==> src/pkg/flash_pwr_pkg.sv <==
// flash_pwr_pkg: constants shared by the flash power and wait control
// assumes a single system clock domain at 10 MHz
package flash_pwr_pkg;

  localparam int NUM_BANKS = 4;

  // power modes, two-bit fallback encoding
  typedef enum logic [1:0] {
    PWR_SLEEP   = 2'b00,
    PWR_STANDBY = 2'b01,
    PWR_RSVD    = 2'b10,
    PWR_ACTIVE  = 2'b11
  } pwr_mode_t;

  // register indices (word slots)
  localparam logic [3:0] OFS_OPTION   = 4'h0;
  localparam logic [3:0] OFS_BANK_SEL = 4'h1;
  localparam logic [3:0] OFS_BANK_AC1 = 4'h2;
  localparam logic [3:0] OFS_BANK_AC2 = 4'h3;
  localparam logic [3:0] OFS_PUMP_CFG = 4'h4;
  localparam logic [3:0] OFS_STATUS   = 4'h5;

  // option_control fields
  localparam int OPT_PIPE_BIT   = 0;
  localparam int OPT_OTP_BIT    = 1;
  localparam int OPT_MRG0_BIT   = 2;
  localparam int OPT_MRG1_BIT   = 3;
  localparam int OPT_RSVD_BIT   = 4;
  localparam int OPT_DPTEST_BIT = 5;
  localparam logic [5:0] OPT_RESET = 6'h00;

  // bank access control 1: grace[15:8] standby[7:2] fallback[1:0]
  localparam int AC1_GRACE_LSB = 8;
  localparam int AC1_STBY_LSB  = 2;
  localparam logic [15:0] AC1_RESET = 16'h0003;
  // bank access control 2: sleep[14:8] wait[7:4]
  localparam int AC2_SLEEP_LSB = 8;
  localparam int AC2_WAIT_LSB  = 4;
  localparam logic [15:0] AC2_RESET = 16'h0000;
  // pump config: grace[15:8] sleep[7:4] stby[3:2] fallback[1:0]
  localparam int PCF_GRACE_LSB = 8;
  localparam int PCF_SLEEP_LSB = 4;
  localparam int PCF_STBY_LSB  = 2;
  localparam logic [15:0] PCF_RESET = 16'h0003;

  // status: supply flag bit 0, pump ready bit 9, bank ready bits 7:4
  localparam int STS_SUPPLY_BIT = 0;
  localparam int STS_BRDY_LSB   = 4;
  localparam int STS_PRDY_BIT   = 9;

  // supply must read low for more than this many clocks
  localparam logic [1:0] SUPPLY_LOW_CLKS = 2'h3;

endpackage : flash_pwr_pkg

==> src/core/flash_power_wait_control.sv <==
// flash_power_wait_control: bank and pump power sequencing, wait states,
// supply-low flag and option register.
// assumes one system clock, register port active only in config mode.
module flash_power_wait_control (
  // clock and reset
  input  wire logic                 ref_clk,
  input  wire logic                 rst_b,
  // system state
  input  wire logic                 configMode,
  input  wire logic                 haltMode,
  input  wire logic                 supplyBelow,
  input  wire logic                 pumpCmd,
  // array access
  input  wire logic [3:0]           bankAccess,
  input  wire logic                 readReq,
  input  wire logic [1:0]           readBank,
  // register port
  input  wire logic                 regSel,
  input  wire logic                 regWr,
  input  wire logic                 regWord,
  input  wire logic [3:0]           regAddr,
  input  wire logic [31:0]          regWdata,
  output logic      [31:0]          regRdata,
  // status out
  output logic                      readReady,
  output logic      [3:0]           bankReady,
  output logic                      pumpActive,
  output logic                      supplyLowFlag,
  output logic                      pipelineActive,
  output logic                      otpReadEnable,
  output logic      [1:0]           marginMode
);

  localparam int NB = flash_pwr_pkg::NUM_BANKS;

  // register state
  logic [5:0]  opt_q,   opt_d;
  logic [1:0]  bsel_q,  bsel_d;
  logic [15:0] ac1_q [NB];
  logic [15:0] ac1_d [NB];
  logic [15:0] ac2_q [NB];
  logic [15:0] ac2_d [NB];
  logic [15:0] pcf_q,   pcf_d;
  // power state, supply filter and registered outputs
  logic [1:0]  bmode_q [NB];
  logic [1:0]  bmode_d [NB];
  logic [7:0]  bgrace_q [NB];
  logic [7:0]  bgrace_d [NB];
  logic [6:0]  bwait_q [NB];
  logic [6:0]  bwait_d [NB];
  logic [1:0]  pmode_q, pmode_d;
  logic [7:0]  pgrace_q, pgrace_d;
  logic [3:0]  pwait_q, pwait_d;
  logic [1:0]  lowCnt_q, lowCnt_d;
  logic        flag_q, flag_d;
  logic [31:0] rd_q, rd_d;
  logic        rdy_q, rdy_d;
  logic [3:0]  brdy_q, brdy_d;
  logic        pact_q, pact_d, pipe_q, pipe_d, otp_q, otp_d;
  logic [1:0]  mrg_q, mrg_d;

  function automatic logic wrHit(input logic [3:0] a);
    wrHit = regSel && regWr && configMode && regAddr == a;
  endfunction : wrHit

  logic anyBankUp;
  logic [3:0] bankRdyNow;

  // register file
  always_comb begin
    opt_d  = opt_q;
    bsel_d = bsel_q;
    pcf_d  = pcf_q;
    for (int i = 0; i < NB; i++) begin
      ac1_d[i] = ac1_q[i];
      ac2_d[i] = ac2_q[i];
    end
    if (wrHit(flash_pwr_pkg::OFS_OPTION) && regWord) begin
      opt_d = regWdata[5:0];
    end
    if (wrHit(flash_pwr_pkg::OFS_BANK_SEL)) begin
      bsel_d = regWdata[1:0];
    end
    if (wrHit(flash_pwr_pkg::OFS_BANK_AC1)) begin
      ac1_d[bsel_q] = regWdata[15:0];
    end
    if (wrHit(flash_pwr_pkg::OFS_BANK_AC2)) begin
      ac2_d[bsel_q] = regWdata[15:0];
    end
    if (wrHit(flash_pwr_pkg::OFS_PUMP_CFG)) begin
      pcf_d = regWdata[15:0];
    end
  end

  // bank power sequencing
  always_comb begin
    anyBankUp = 1'b0;
    for (int i = 0; i < NB; i++) begin
      bmode_d[i]  = bmode_q[i];
      bgrace_d[i] = bgrace_q[i];
      bwait_d[i]  = bwait_q[i];
      if (bankAccess[i]) begin
        bgrace_d[i] = ac1_q[i][flash_pwr_pkg::AC1_GRACE_LSB +: 8];
        if (bmode_q[i] != flash_pwr_pkg::PWR_ACTIVE) begin
          bmode_d[i] = flash_pwr_pkg::PWR_ACTIVE;
          bwait_d[i] = (bmode_q[i] == flash_pwr_pkg::PWR_SLEEP)
            ? ac2_q[i][flash_pwr_pkg::AC2_SLEEP_LSB +: 7]
            : {1'b0, ac1_q[i][flash_pwr_pkg::AC1_STBY_LSB +: 6]};
        end else if (bwait_q[i] != 7'h00) begin
          bwait_d[i] = bwait_q[i] - 7'h01;
        end
      end else begin
        // idle bank preloads its data-rate wait for the next access
        bwait_d[i] = {3'h0, ac2_q[i][flash_pwr_pkg::AC2_WAIT_LSB +: 4]};
        if (bgrace_q[i] != 8'h00) begin
          bgrace_d[i] = bgrace_q[i] - 8'h01;
        end else if (ac1_q[i][1:0] != flash_pwr_pkg::PWR_RSVD) begin
          bmode_d[i] = ac1_q[i][1:0];
        end
      end
      if (bmode_q[i] != flash_pwr_pkg::PWR_SLEEP || bankAccess[i]) begin
        anyBankUp = 1'b1;
      end
    end
  end

  // pump power sequencing
  always_comb begin
    pmode_d  = pmode_q;
    pgrace_d = pgrace_q;
    pwait_d  = (pwait_q != 4'h0) ? pwait_q - 4'h1 : 4'h0;
    if (anyBankUp || pumpCmd) begin
      pgrace_d = pcf_q[flash_pwr_pkg::PCF_GRACE_LSB +: 8];
      if (pmode_q == flash_pwr_pkg::PWR_SLEEP) begin
        pmode_d = flash_pwr_pkg::PWR_STANDBY;
        pwait_d = pcf_q[flash_pwr_pkg::PCF_SLEEP_LSB +: 4];
      end else if (pmode_q != flash_pwr_pkg::PWR_ACTIVE
                   && pwait_q == 4'h0) begin
        pmode_d = flash_pwr_pkg::PWR_ACTIVE;
        pwait_d = {2'h0, pcf_q[flash_pwr_pkg::PCF_STBY_LSB +: 2]};
      end
    end else if (pgrace_q != 8'h00) begin
      pgrace_d = pgrace_q - 8'h01;
    end else if (pcf_q[1:0] != flash_pwr_pkg::PWR_RSVD) begin
      pmode_d = pcf_q[1:0];
    end
  end

  // ready, supply flag, option outputs, read data
  always_comb begin
    for (int i = 0; i < NB; i++) begin
      bankRdyNow[i] = bmode_q[i] == flash_pwr_pkg::PWR_ACTIVE
        && pmode_q == flash_pwr_pkg::PWR_ACTIVE
        && bwait_q[i] == 7'h00 && pwait_q == 4'h0;
    end
    brdy_d = bankRdyNow;
    rdy_d  = readReq && bankRdyNow[readBank];
    pact_d = pmode_q == flash_pwr_pkg::PWR_ACTIVE;
    lowCnt_d = supplyBelow
      ? ((lowCnt_q == flash_pwr_pkg::SUPPLY_LOW_CLKS) ? lowCnt_q
         : lowCnt_q + 2'h1)
      : 2'h0;
    flag_d = supplyBelow
      && lowCnt_q == flash_pwr_pkg::SUPPLY_LOW_CLKS;
    pipe_d = opt_q[flash_pwr_pkg::OPT_PIPE_BIT]
      && !configMode && !haltMode;
    otp_d = opt_q[flash_pwr_pkg::OPT_OTP_BIT]
      && !opt_q[flash_pwr_pkg::OPT_RSVD_BIT];
    if (opt_q[flash_pwr_pkg::OPT_MRG0_BIT]) begin
      mrg_d = 2'h1;
    end else if (opt_q[flash_pwr_pkg::OPT_MRG1_BIT]) begin
      mrg_d = 2'h2;
    end else begin
      mrg_d = 2'h0;
    end
    rd_d = 32'h0000_0000;
    if (regSel && !regWr && configMode) begin
      unique case (regAddr)
        flash_pwr_pkg::OFS_OPTION:   rd_d = {26'h0, opt_q};
        flash_pwr_pkg::OFS_BANK_SEL: rd_d = {30'h0, bsel_q};
        flash_pwr_pkg::OFS_BANK_AC1: rd_d = {16'h0, ac1_q[bsel_q]};
        flash_pwr_pkg::OFS_BANK_AC2: rd_d = {16'h0, ac2_q[bsel_q]};
        flash_pwr_pkg::OFS_PUMP_CFG: rd_d = {16'h0, pcf_q};
        flash_pwr_pkg::OFS_STATUS:   rd_d = {22'h0, pact_q, 1'b0,
                                             brdy_q, 3'h0, flag_q};
        default:                     rd_d = 32'h0000_0000;
      endcase
    end
  end

  always_ff @(posedge ref_clk) begin
    if (!rst_b) begin
      opt_q    <= flash_pwr_pkg::OPT_RESET;
      bsel_q   <= 2'h0;
      pcf_q    <= flash_pwr_pkg::PCF_RESET;
      pmode_q  <= flash_pwr_pkg::PWR_ACTIVE;
      pgrace_q <= 8'h00;
      pwait_q  <= 4'h0;
      lowCnt_q <= 2'h0;
      flag_q   <= 1'b0;
      rd_q     <= 32'h0000_0000;
      rdy_q    <= 1'b0;
      brdy_q   <= 4'h0;
      pact_q   <= 1'b0;
      pipe_q   <= 1'b0;
      otp_q    <= 1'b0;
      mrg_q    <= 2'h0;
      for (int i = 0; i < NB; i++) begin
        ac1_q[i]    <= flash_pwr_pkg::AC1_RESET;
        ac2_q[i]    <= flash_pwr_pkg::AC2_RESET;
        bmode_q[i]  <= flash_pwr_pkg::PWR_ACTIVE;
        bgrace_q[i] <= 8'h00;
        bwait_q[i]  <= 7'h00;
      end
    end else begin
      opt_q    <= opt_d;
      bsel_q   <= bsel_d;
      pcf_q    <= pcf_d;
      pmode_q  <= pmode_d;
      pgrace_q <= pgrace_d;
      pwait_q  <= pwait_d;
      lowCnt_q <= lowCnt_d;
      flag_q   <= flag_d;
      rd_q     <= rd_d;
      rdy_q    <= rdy_d;
      brdy_q   <= brdy_d;
      pact_q   <= pact_d;
      pipe_q   <= pipe_d;
      otp_q    <= otp_d;
      mrg_q    <= mrg_d;
      for (int i = 0; i < NB; i++) begin
        ac1_q[i]    <= ac1_d[i];
        ac2_q[i]    <= ac2_d[i];
        bmode_q[i]  <= bmode_d[i];
        bgrace_q[i] <= bgrace_d[i];
        bwait_q[i]  <= bwait_d[i];
      end
    end
  end

  assign regRdata       = rd_q;
  assign readReady      = rdy_q;
  assign bankReady      = brdy_q;
  assign pumpActive     = pact_q;
  assign supplyLowFlag  = flag_q;
  assign pipelineActive = pipe_q;
  assign otpReadEnable  = otp_q;
  assign marginMode     = mrg_q;
endmodule : flash_power_wait_control

==> config.mk <==
export PLATFORM = sky130hd
export DESIGN_NAME = flash_power_wait_control
export DESIGN_NICKNAME = d
export VERILOG_FILES = /design/src/pkg/flash_pwr_pkg.sv /design/src/core/flash_power_wait_control.sv
export SDC_FILE = /design/constraint.sdc
export NUM_CORES = 1
export LEC_CHECK = 0
export BUFFER_PORTS_ARGS = -buffer_cell sky130_fd_sc_hd__buf_2
export CORE_MARGIN = 8
export CORE_UTILIZATION = 49
export DETAILED_ROUTE_END_ITERATION = 6
export PLACE_DENSITY = 0.67
export REMOVE_ABC_BUFFERS = 1
export SLEW_MARGIN = 10
export SYNTH_ARGS = -nofsm -noshare
export SYNTH_HDL_FRONTEND = slang
export SYNTH_SLANG_ARGS = --single-unit
==> constraint.sdc <==
create_clock -name ref_clk -period 6.5 [get_ports ref_clk]
set_input_delay 1.3 -clock ref_clk [delete_from_list [all_inputs] [get_ports ref_clk]]
set_output_delay 1.3 -clock ref_clk [all_outputs]
set_load 0.05 [all_outputs]
# [Word level (Yosys, flattened, before mapping)]
# Memories as Yosys holds them, arrays and structs flattened. A register that Yosys moved wholly into a read port is not among the register bits.
# Index checks and enable logic that the tools add are counted.
[classes] addsub=11 magnitude_cmp=3 n_eq_ne=23 n_mux=92 n_bitwise=22 reduce_logical=69
[op_table] operator="16-bit two-way mux" n=9
[op_table] operator="7-bit two-way mux" n=20
[op_table] operator="64-bit bitwise mux" n=2
[op_table] operator="64-bit two-way mux" n=2
[op_table] operator="8-bit two-way mux" n=14
[op_table] operator="16-bit case mux with 6 select lines" n=1
[op_table] operator="2-bit two-way mux" n=30
[op_table] operator="8-bit nonzero test" n=5
[op_table] operator="8-bit by 1-bit subtractor with 8-bit output, second input constant" n=5
[op_table] operator="16-bit demux with 2-bit select" n=1
[op_table] operator="1-bit logical AND" n=29
[op_table] operator="7-bit logical NOT" n=4
[op_table] operator="7-bit nonzero test" n=4
[op_table] operator="7-bit by 1-bit subtractor with 7-bit output, second input constant" n=4
[op_table] operator="2-bit inequality test, second input constant" n=11
[op_table] operator="1-bit bitwise OR" n=20
[op_table] operator="4-bit two-way mux" n=4
[op_table] operator="2-bit == test, second input constant" n=6
[op_table] operator="2-bit nonzero test" n=6
[op_table] operator="2-bit logical NOT" n=5
[op_table] operator="4-bit by 2-bit == test with 1-bit output, second input constant" n=2
[op_table] operator="4-bit by 3-bit == test with 1-bit output, second input constant" n=2
[op_table] operator="4-bit logical NOT" n=2
[op_table] operator="1-bit two-way mux" n=8
[op_table] operator="16 further kinds" n=24
[totals] regBits=83 ram_bits=196 output_inout_bits=43 elab_cells=241 memories=5
[memory_table] memory="ac1_q" words=4 width=16 read_ports=5 rd_clocked_by_memory_dff=1 write_ports=4 line="flash_power_wait_control.sv:39" source="logic [15:0] ac1_q [NB];"
[memory_table] memory="ac2_q" words=4 width=16 read_ports=5 rd_clocked_by_memory_dff=1 write_ports=4 line="flash_power_wait_control.sv:41" source="logic [15:0] ac2_q [NB];"
[memory_table] memory="bgrace_q" words=4 width=8 read_ports=4 rd_clocked_by_memory_dff=0 write_ports=4 line="flash_power_wait_control.sv:47" source="logic [7:0] bgrace_q [NB];"
[memory_table] memory="bwait_q" words=4 width=7 read_ports=4 rd_clocked_by_memory_dff=0 write_ports=4 line="flash_power_wait_control.sv:49" source="logic [6:0] bwait_q [NB];"
[memory_table] memory="bmode_q" words=4 width=2 read_ports=4 rd_clocked_by_memory_dff=0 write_ports=4 line="flash_power_wait_control.sv:45" source="logic [1:0] bmode_q [NB];"

# [Longest topological paths before layout]
# Gate-level depths: netlist of run 1.
# An unclocked memory read counts as a cell.
[depth] depth_word=10 mapped_depth=8 mapped_depth_nobuf=6

# [Worst setup path after synthesis of run 1]
# Ideal clock, no wire load.
[synth_path] path_type="input-to-reg" startpoint="input port regAddr[3]" endpoint="memory ac1_q[2][0]" setup_ns=0.129 arrival_ns=2.984 t_required_ns=6.371 setup_slack_ns=3.387 cell_stages=7 path_buffers=3 path_cell_list="clkbuf_2 or4b_1 buf_2 nor3_2 buf_6 mux2i_1 nand2_1"
[synth_rtl] element="start, declared" line="flash_power_wait_control.sv:21" source="input wire logic [3:0] regAddr,"
[synth_rtl] element="end, declared" line="flash_power_wait_control.sv:39"

==> impl_results.md, run 1 <==
- Core area: 25900 µm²
- Clock transition at the registers of the reported paths: around 0.060 ns
- P&R area growth vs syn: 10.6%
- #FFs+latches synth: 265
- Min-delay worst type: register to register
- Total number of vias: approximately 11000
- Port bufs: 62
- Max Clock Freq: 0.307 GHz
- Crit-path cells: buf_2 -> or4b_1 -> or4_1 -> mux2i_1 -> nand2_1
- Synthesized cell area: between 10000 and 15000 µm²
- Vias in the first global route: around 9800
- P per Cell Area: roughly 300 nW/µm²
- Crit start category: input pin
- First-pass GRT wire length: around 57 mm
- Synthesis Warnings: 0
- CTS tree: built
- Detail Route Antenna Nets: 0
- Layout cells sized above 1: 0.132
- IO Pins: 95
- Max FO, Critical Path: 16
- Final setup fails: 0
- Arrival @ worst endpoint: between 3 and 4 ns
- Initial antenna violation count: 1
- Clock buffer depth: 3
- Largest net degree at the start of global routing: between 100 and 150
- Leakage power: 0.00569 µW
- Cts bufs inserted: 28
- Post-Syn Area per Cell: a little over 9 µm²
- Post-synth EDFFs: 0
- ANT cells: 0
- Clock root cell: clkbuf_16
- Max VDD drop: 0.000258 V
- Fin. Hold Viols: 0
- Starting density of the core: 0.496
- Post-place setup slack: between 2 and 3 ns
- Rel. slew slack: 0.209
- Slew Limit Fails: 0
- Starting DRT DRC Count: between 800 and 900
- Minimum clock period: about 3.3 ns
- DR DRC count: 0
- Run status: completed
- Critical path endpoint category: register
- PnR worst setup slack: roughly 3.2 ns
- Htree depth: 1
- CTS resizes: 0
- Total power: 4270 µW
- DIE HEIGHT: about 180 µm
- Seq/Total Area, Yosys: 0.413
- Gr usage total: 0.228
- CP max-delay cell: or4_1
- Ys async rst share: 0
- Max-cap violations: 0
- Post-synth cell types: between 70 and 80
- Die area: ~32000 µm²
- Unrepaired setup endpoints after global routing: false
- Slowest stage delay, CP: just under 1 ns
- Crit path kind: input pin to register
- Drt first pass iters: 5
- Hold_buf cts: 0
- Worst-case clock skew: ~0.018 ns
- Most common library cell in the layout ignoring fill and taps: dfxtp_1
- Die X: 178 µm
- Commonest cells after routing, fill and taps aside: 263 x dfxtp_1, 160 x nor2_1, 143 x mux2i_1
- Avg WL per Cell: roughly 21 µm
- Worst Path Required: 6.90 ns
- Site Rows: between 50 and 60
- Worst skew pair latency: 0.54 ns
- Period utilisation layout: 0.502
- Sum Neg Setup Slack: 0 ns
- WL final: between 30 and 40 mm
- Gr ovfl total: 0
- NumNets Final: around 1500
- # Post-CTS Setup Buffers: 0
- DP HPWL: between 20 and 25 mm
- Clock sink count: 265
- Ys flop type: dfxtp_1
- Via density: approximately 6.0
- Synthesized instance count: roughly 1400
- Slew at the pin with the worst max-slew slack: between 1 and 1.5 ns
- Placer congestion estimate: ~0.91
[power by group]
group,switching [µW],leakage [µW],total (µW),internal (µW)
clock network,658,0.000487,1690,1030
logic,472,0.00306,797,325
registers,75.4,0.00215,1780,1700
total,1210,0.00569,4270,3060
[per-stage QoR]
step	hold WS (ns)	cell area, µm²	instances	utilization
finish	0.448	14200	1764	0.548
global route	0.474	14200	1764	0.548
detailed placement	0.437	13200	1713	0.510
global placement	0.439	13200	1713	0.510
floorplan	0.419	12300	1299	-
CTS	0.448	14200	1764	0.548
[logic make-up (layout without fill, tap and decap cells)]
family	Yosys count	after routing	share of synthesized area
flip-flops	265	265	0.413
adder cells (fa/ha/maj)	21	21	0.0201
XOR/XNOR	30	30	0.0205
AND/OR/NAND/NOR	487	487	0.184
buffers and inverters	166	167	0.0577
other	1	16	0.000292
AO/OA/AOI/OAI	253	253	0.123
multiplexers	190	190	0.182
[path summary, 6_finish.rpt]
check | start | end | slack (ns) | depth (start not counted)
max | regAddr[0] | ac1_q[1][0] | 3.24 | 5
min | opt_q[3] | marginMode[1] | 0.45 | 2
max reg2reg | bmode_q[1][1] | pmode_q[0] | 3.98 | 4
min reg2reg | opt_q[3] | marginMode[1] | 0.45 | 2
[cells in the mapped netlist, types with 9 or more instances]
cell      instances  area share
dfxtp_1         265        0.41
nor2_1          160       0.047
mux2i_1         143        0.11
nand2_1         129       0.038
a21oi_1          96       0.037
clkbuf_1         88       0.026
nand3_1          50       0.019
o21ai_0          48       0.019
inv_1            36       0.011
mux4_2           33       0.058
nor3_1           21      0.0082
ha_1             19       0.019
a22oi_1          18       0.011
or3_1            18      0.0088
or4_1            18       0.011
buf_4            16      0.0094
xnor2_1          16       0.011
buf_2            15      0.0058
nor3b_1          15      0.0088
mux2_2           14       0.012
nor4_1           14      0.0068
xor2_1           14      0.0095
nand4_1          13      0.0063
o31ai_1          13      0.0076
a31oi_1          11      0.0054
a211oi_1         10      0.0058
o211ai_1          9      0.0053
[registers in the layout (all words and copies together) (netlist names), named ones only]
| name | count |
|---|---|
| ac1_q | 64 |
| ac2_q | 64 |
| bankReady | 4 |
| bgrace_q | 32 |
| bmode_q | 8 |
| bsel_q | 2 |
| bwait_q | 28 |
| lowCnt_q | 2 |
| marginMode | 2 |
| opt_q | 6 |
| otpReadEnable | 1 |
| pcf_q | 16 |
| pgrace_q | 8 |
| pipelineActive | 1 |
| pmode_q | 2 |
| pumpActive | 1 |
| pwait_q | 4 |
| readReady | 1 |
| regRdata | 16 |
| supplyLowFlag | 1 |
[metal layers]
metal / vias up / wire length, µm / global-route usage
li1: 5013 / - / -
met1: 5147 / 16200 / 0.305
met2: 374 / 17100 / 0.375
met3: 78 / 2410 / 0.0266
met4: 2 / 1450 / 0.0788
met5: - / 11 / 0
[layout make-up]
cell class	instances	area (µm²)
Inverter	37	141
Timing Repair Buffer	79	450
Clock inverter	7	110
Clock buffer	44	872
Multi-Input combinational cell	997	6910
Fill cell	2311	11700
Sequential cell	265	5310
Tap cell	335	419
[critical path: cells and delay by family]
family,cells,cell delay [ns]
buffers and inverters,1,0.21
muxes,1,0.34
and+or+nand+nor,3,1.79
Power figures use the tool's default switching activity.
==> run 2, diff against run 1 <==
--- a/config.mk
+++ b/config.mk
@@ -9,7 +9,7 @@
 export CORE_MARGIN = 8
 export CORE_UTILIZATION = 49
 export DETAILED_ROUTE_END_ITERATION = 6
-export PLACE_DENSITY = 0.67
+export PLACE_DENSITY = 0.7
 export REMOVE_ABC_BUFFERS = 1
 export SLEW_MARGIN = 10
 export SYNTH_ARGS = -nofsm -noshare
==> constraint.sdc (replaced) <==
create_clock -name ref_clk -period 2.7 [get_ports ref_clk]
set_input_delay 0.54 -clock ref_clk [delete_from_list [all_inputs] [get_ports ref_clk]]
set_output_delay 0.54 -clock ref_clk [all_outputs]
set_load 0.05 [all_outputs]
==> impl_results.md, run 2 (synthesis results as in run 1) <==
- Run status: completed (unchanged)
- WHS: 0.158 ns (was 0.448 ns)
- CP startpoint: bgrace_q[1][3] (was regAddr[0])
- Final setup fails: 0 (unchanged)
- Total number of vias: 10759 (was 10614)
- DR DRC count: 0 (unchanged)
- Flop-to-flop setup slack: 0.65 ns (was 3.98 ns)
- Register area: 5310 µm² (unchanged)
- Max FO, Critical Path: 7 (was 16)
- R2R Path End: bmode_q[1][0] (was pmode_q[0])
- Multi-input gate area: 6900 µm² (was 6910 µm²)
- Max Clock Freq: around 0.49 GHz
- CP max-delay cell: or4_1 (unchanged)
- Slew Limit Fails: 0 (unchanged)
- P_int: 7180 µW (was 3060 µW)
- Starting DRT DRC Count: 995 (was 850)
- Min-delay worst type: input pin to register (was register to register)
- WL final: 37.7 mm (was 37.2 mm)
- Post-place setup slack: 0.219 ns (was 2.71 ns)
- P&R area growth vs syn: 12.5% (was 10.6%)
- IO Pins: 95 (unchanged)
- Critical path endpoint category: register (unchanged)
- Fin cells: 1800 (was 1764)
- Crit-path cells: or4_1 -> nor4b_4 -> buf_4 -> nor2b_1 -> o21ai_0 (was buf_2 -> or4b_1 -> or4_1 -> mux2i_1 -> nand2_1)
- Clock root cell: clkbuf_16 (unchanged)
- Htree depth: 1 (unchanged)
- Initial antenna violation count: 1 (unchanged)
- Starting density of the core: 0.496 (unchanged)
- Crit path kind: register to register (was input pin to register)
- Clock power frac: 0.377 (was 0.396)
- First-pass GRT wire length: 57.8 mm (was 56.7 mm)
- Clock buffer depth: 3 (unchanged)
- Via density: 5.98 (was 6.02)
- Commonest cells after routing, fill and taps aside: 263 x dfxtp_1, 160 x nor2_1, 143 x mux2i_1 (unchanged)
- # Post-CTS Setup Buffers: 0 (unchanged)
- Worst-case clock skew: 0.0106 ns (was 0.0178 ns)
- P_sw: 2910 µW (was 1210 µW)
- Crit path to: bmode_q[1][0] (was ac1_q[1][0])
- Hold_buf cts: 0 (unchanged)
- Detail Route Antenna Nets: 0 (unchanged)
- Max-cap violations: 0 (unchanged)
- Comb power frac: 0.198 (was 0.187)
- Worst r2r src: bgrace_q[1][3] (was bmode_q[1][1])
- Minimum clock period: around 2.0 ns
- Cell count after placement: 1750 (was 1713)
- Vias in the first global route: 10168 (was 9771)
- Period utilisation layout: 0.758
- Drt first pass iters: 5 (unchanged)
- Clock sink count: 265 (unchanged)
- Switching share of power: 0.288 (was 0.282)
- Reg2Reg Depth: 5 (was 4)
- Fillers: 2350 (was 2311)
- Biggest regs: ac1_q: 64 flops, ac2_q: 64 flops, bgrace_q: 32 flops (unchanged)
- P per Cell Area: 698 nW/µm² (was 300 nW/µm²)
- Layout cells sized above 1: 0.153 (was 0.132)
- Die X: 178 µm (unchanged)
- Port bufs: 62 (unchanged)
- NumNets Final: 1516 (was 1479)
- DP HPWL: 26.5 mm (was 24.8 mm)
- Most common library cell in the layout ignoring fill and taps: dfxtp_1 (unchanged)
- Avg WL per Cell: 21.0 µm (was 21.1 µm)
- DIE HEIGHT: 178 µm (unchanged)
- Slowest stage delay, CP: 0.61 ns (was 0.99 ns)
- CTS resizes: 0 (unchanged)
- Clock transition at the registers of the reported paths: 0.06 ns (about the same)
- Total power: 10100 µW (was 4270 µW)
- Leakage power: 0.00582 µW (was 0.00569 µW)
- Worst Path Required: 3.11 ns (was 6.90 ns)
- Rel. slew slack: 0.478 (was 0.209)
- Cts bufs inserted: 28 (unchanged)
- Die area: 31700 µm² (unchanged)
- Fin. Hold Viols: 0 (unchanged)
- CTS tree: built (unchanged)
- Slew at the pin with the worst max-slew slack: 0.777 ns (was 1.19 ns)
- Max VDD drop: 0.000527 V (was 0.000258 V)
- Core area: 25900 µm² (unchanged)
- Largest net degree at the start of global routing: 111 (was 113)
- Placer congestion estimate: 0.915 (was 0.906)
- Gr usage total: 0.231 (was 0.228)
- Gr ovfl total: 0 (unchanged)
- PnR worst setup slack: 0.654 ns (was 3.24 ns)
- Worst skew pair latency: 0.54 ns (about the same)
- Crit start category: register (was input pin)
- Unrepaired setup endpoints after global routing: false (unchanged)
- Arrival @ worst endpoint: 2.46 ns (was 3.66 ns)
- Site Rows: 59 (unchanged)
- Seq pwr share: 0.425 (was 0.417)
-- run 2: changes by cell type in the layout (fill, tap and decap cells not counted) --
cell        change
clkbuf_8        -6
inv_6           +1
clkbuf_1        -2
buf_4          +33
clkinv_2        +2
nor3_2          +1
nor3_4          -1
clkinvlp_4      +3
diode_2         +2
buf_12          +4
bufinv_16       -1
-- run 2: worst min path at each step --
| stage | start | endpoint | slack, ns | cells after the start |
|---|---|---|---|---|
| final | haltMode | pipelineActive | 0.16 | 2 |
| after global placement | opt_q[4] | otpReadEnable | 0.45 | 1 |
| after CTS | haltMode | pipelineActive | 0.15 | 2 |
| after global routing | haltMode | pipelineActive | 0.16 | 2 |
| after detailed placement | opt_q[4] | otpReadEnable | 0.45 | 1 |
| after floorplan | opt_q[2] | marginMode[1] | 0.42 | 1 |
-- run 2: power by group through the flow --
stage,Clock [µW],Combinational (µW),Sequential (µW)
global placement,0,1930,4360
floorplan,0,1330,4400
global route,4010,2190,4310
CTS,3850,1980,4280
detailed placement,0,1960,4360
finish,3810,2000,4280
-- run 2: worst max-delay path: cells and delay by family, from the launching register on --
| kind | cells | cell delay (ns) |
|---|---|---|
| AOI/OAI and AO/OA | 1 | 0.10 |
| DFF | 1 | 0.34 |
| and+or+nand+nor | 3 | 1.26 |
| buffers and inverters | 1 | 0.22 |
-- run 2: final cells by class --
type	instances	area share
clock inverter	12	0.00840
timing repair buffer	116	0.0538
inverter	37	0.00978
tap	335	0.0290
sequential	265	0.367
clock buffer	36	0.0541
antenna	2	0.000346
multi-input combinational	997	0.477
-- run 2: layer usage --
layer  global-route usage  wire length (µm)  vias to the layer above
li1                     -                 -                     5080
met1                0.310             16100                     5168
met2                0.374             17200                      420
met3               0.0406              3290                       89
met4               0.0733              1110                        2
met5                    0                 8                        -
-- run 2: metrics by stage --
stage,setup TNS [ns],cell area [µm²],util
final,0,14500,0.558
after global placement,0,13500,0.523
after global routing,0,14400,0.558
after CTS,0,14400,0.558
after floorplan,-174.95,12300,-
after detailed placement,0,13500,0.523
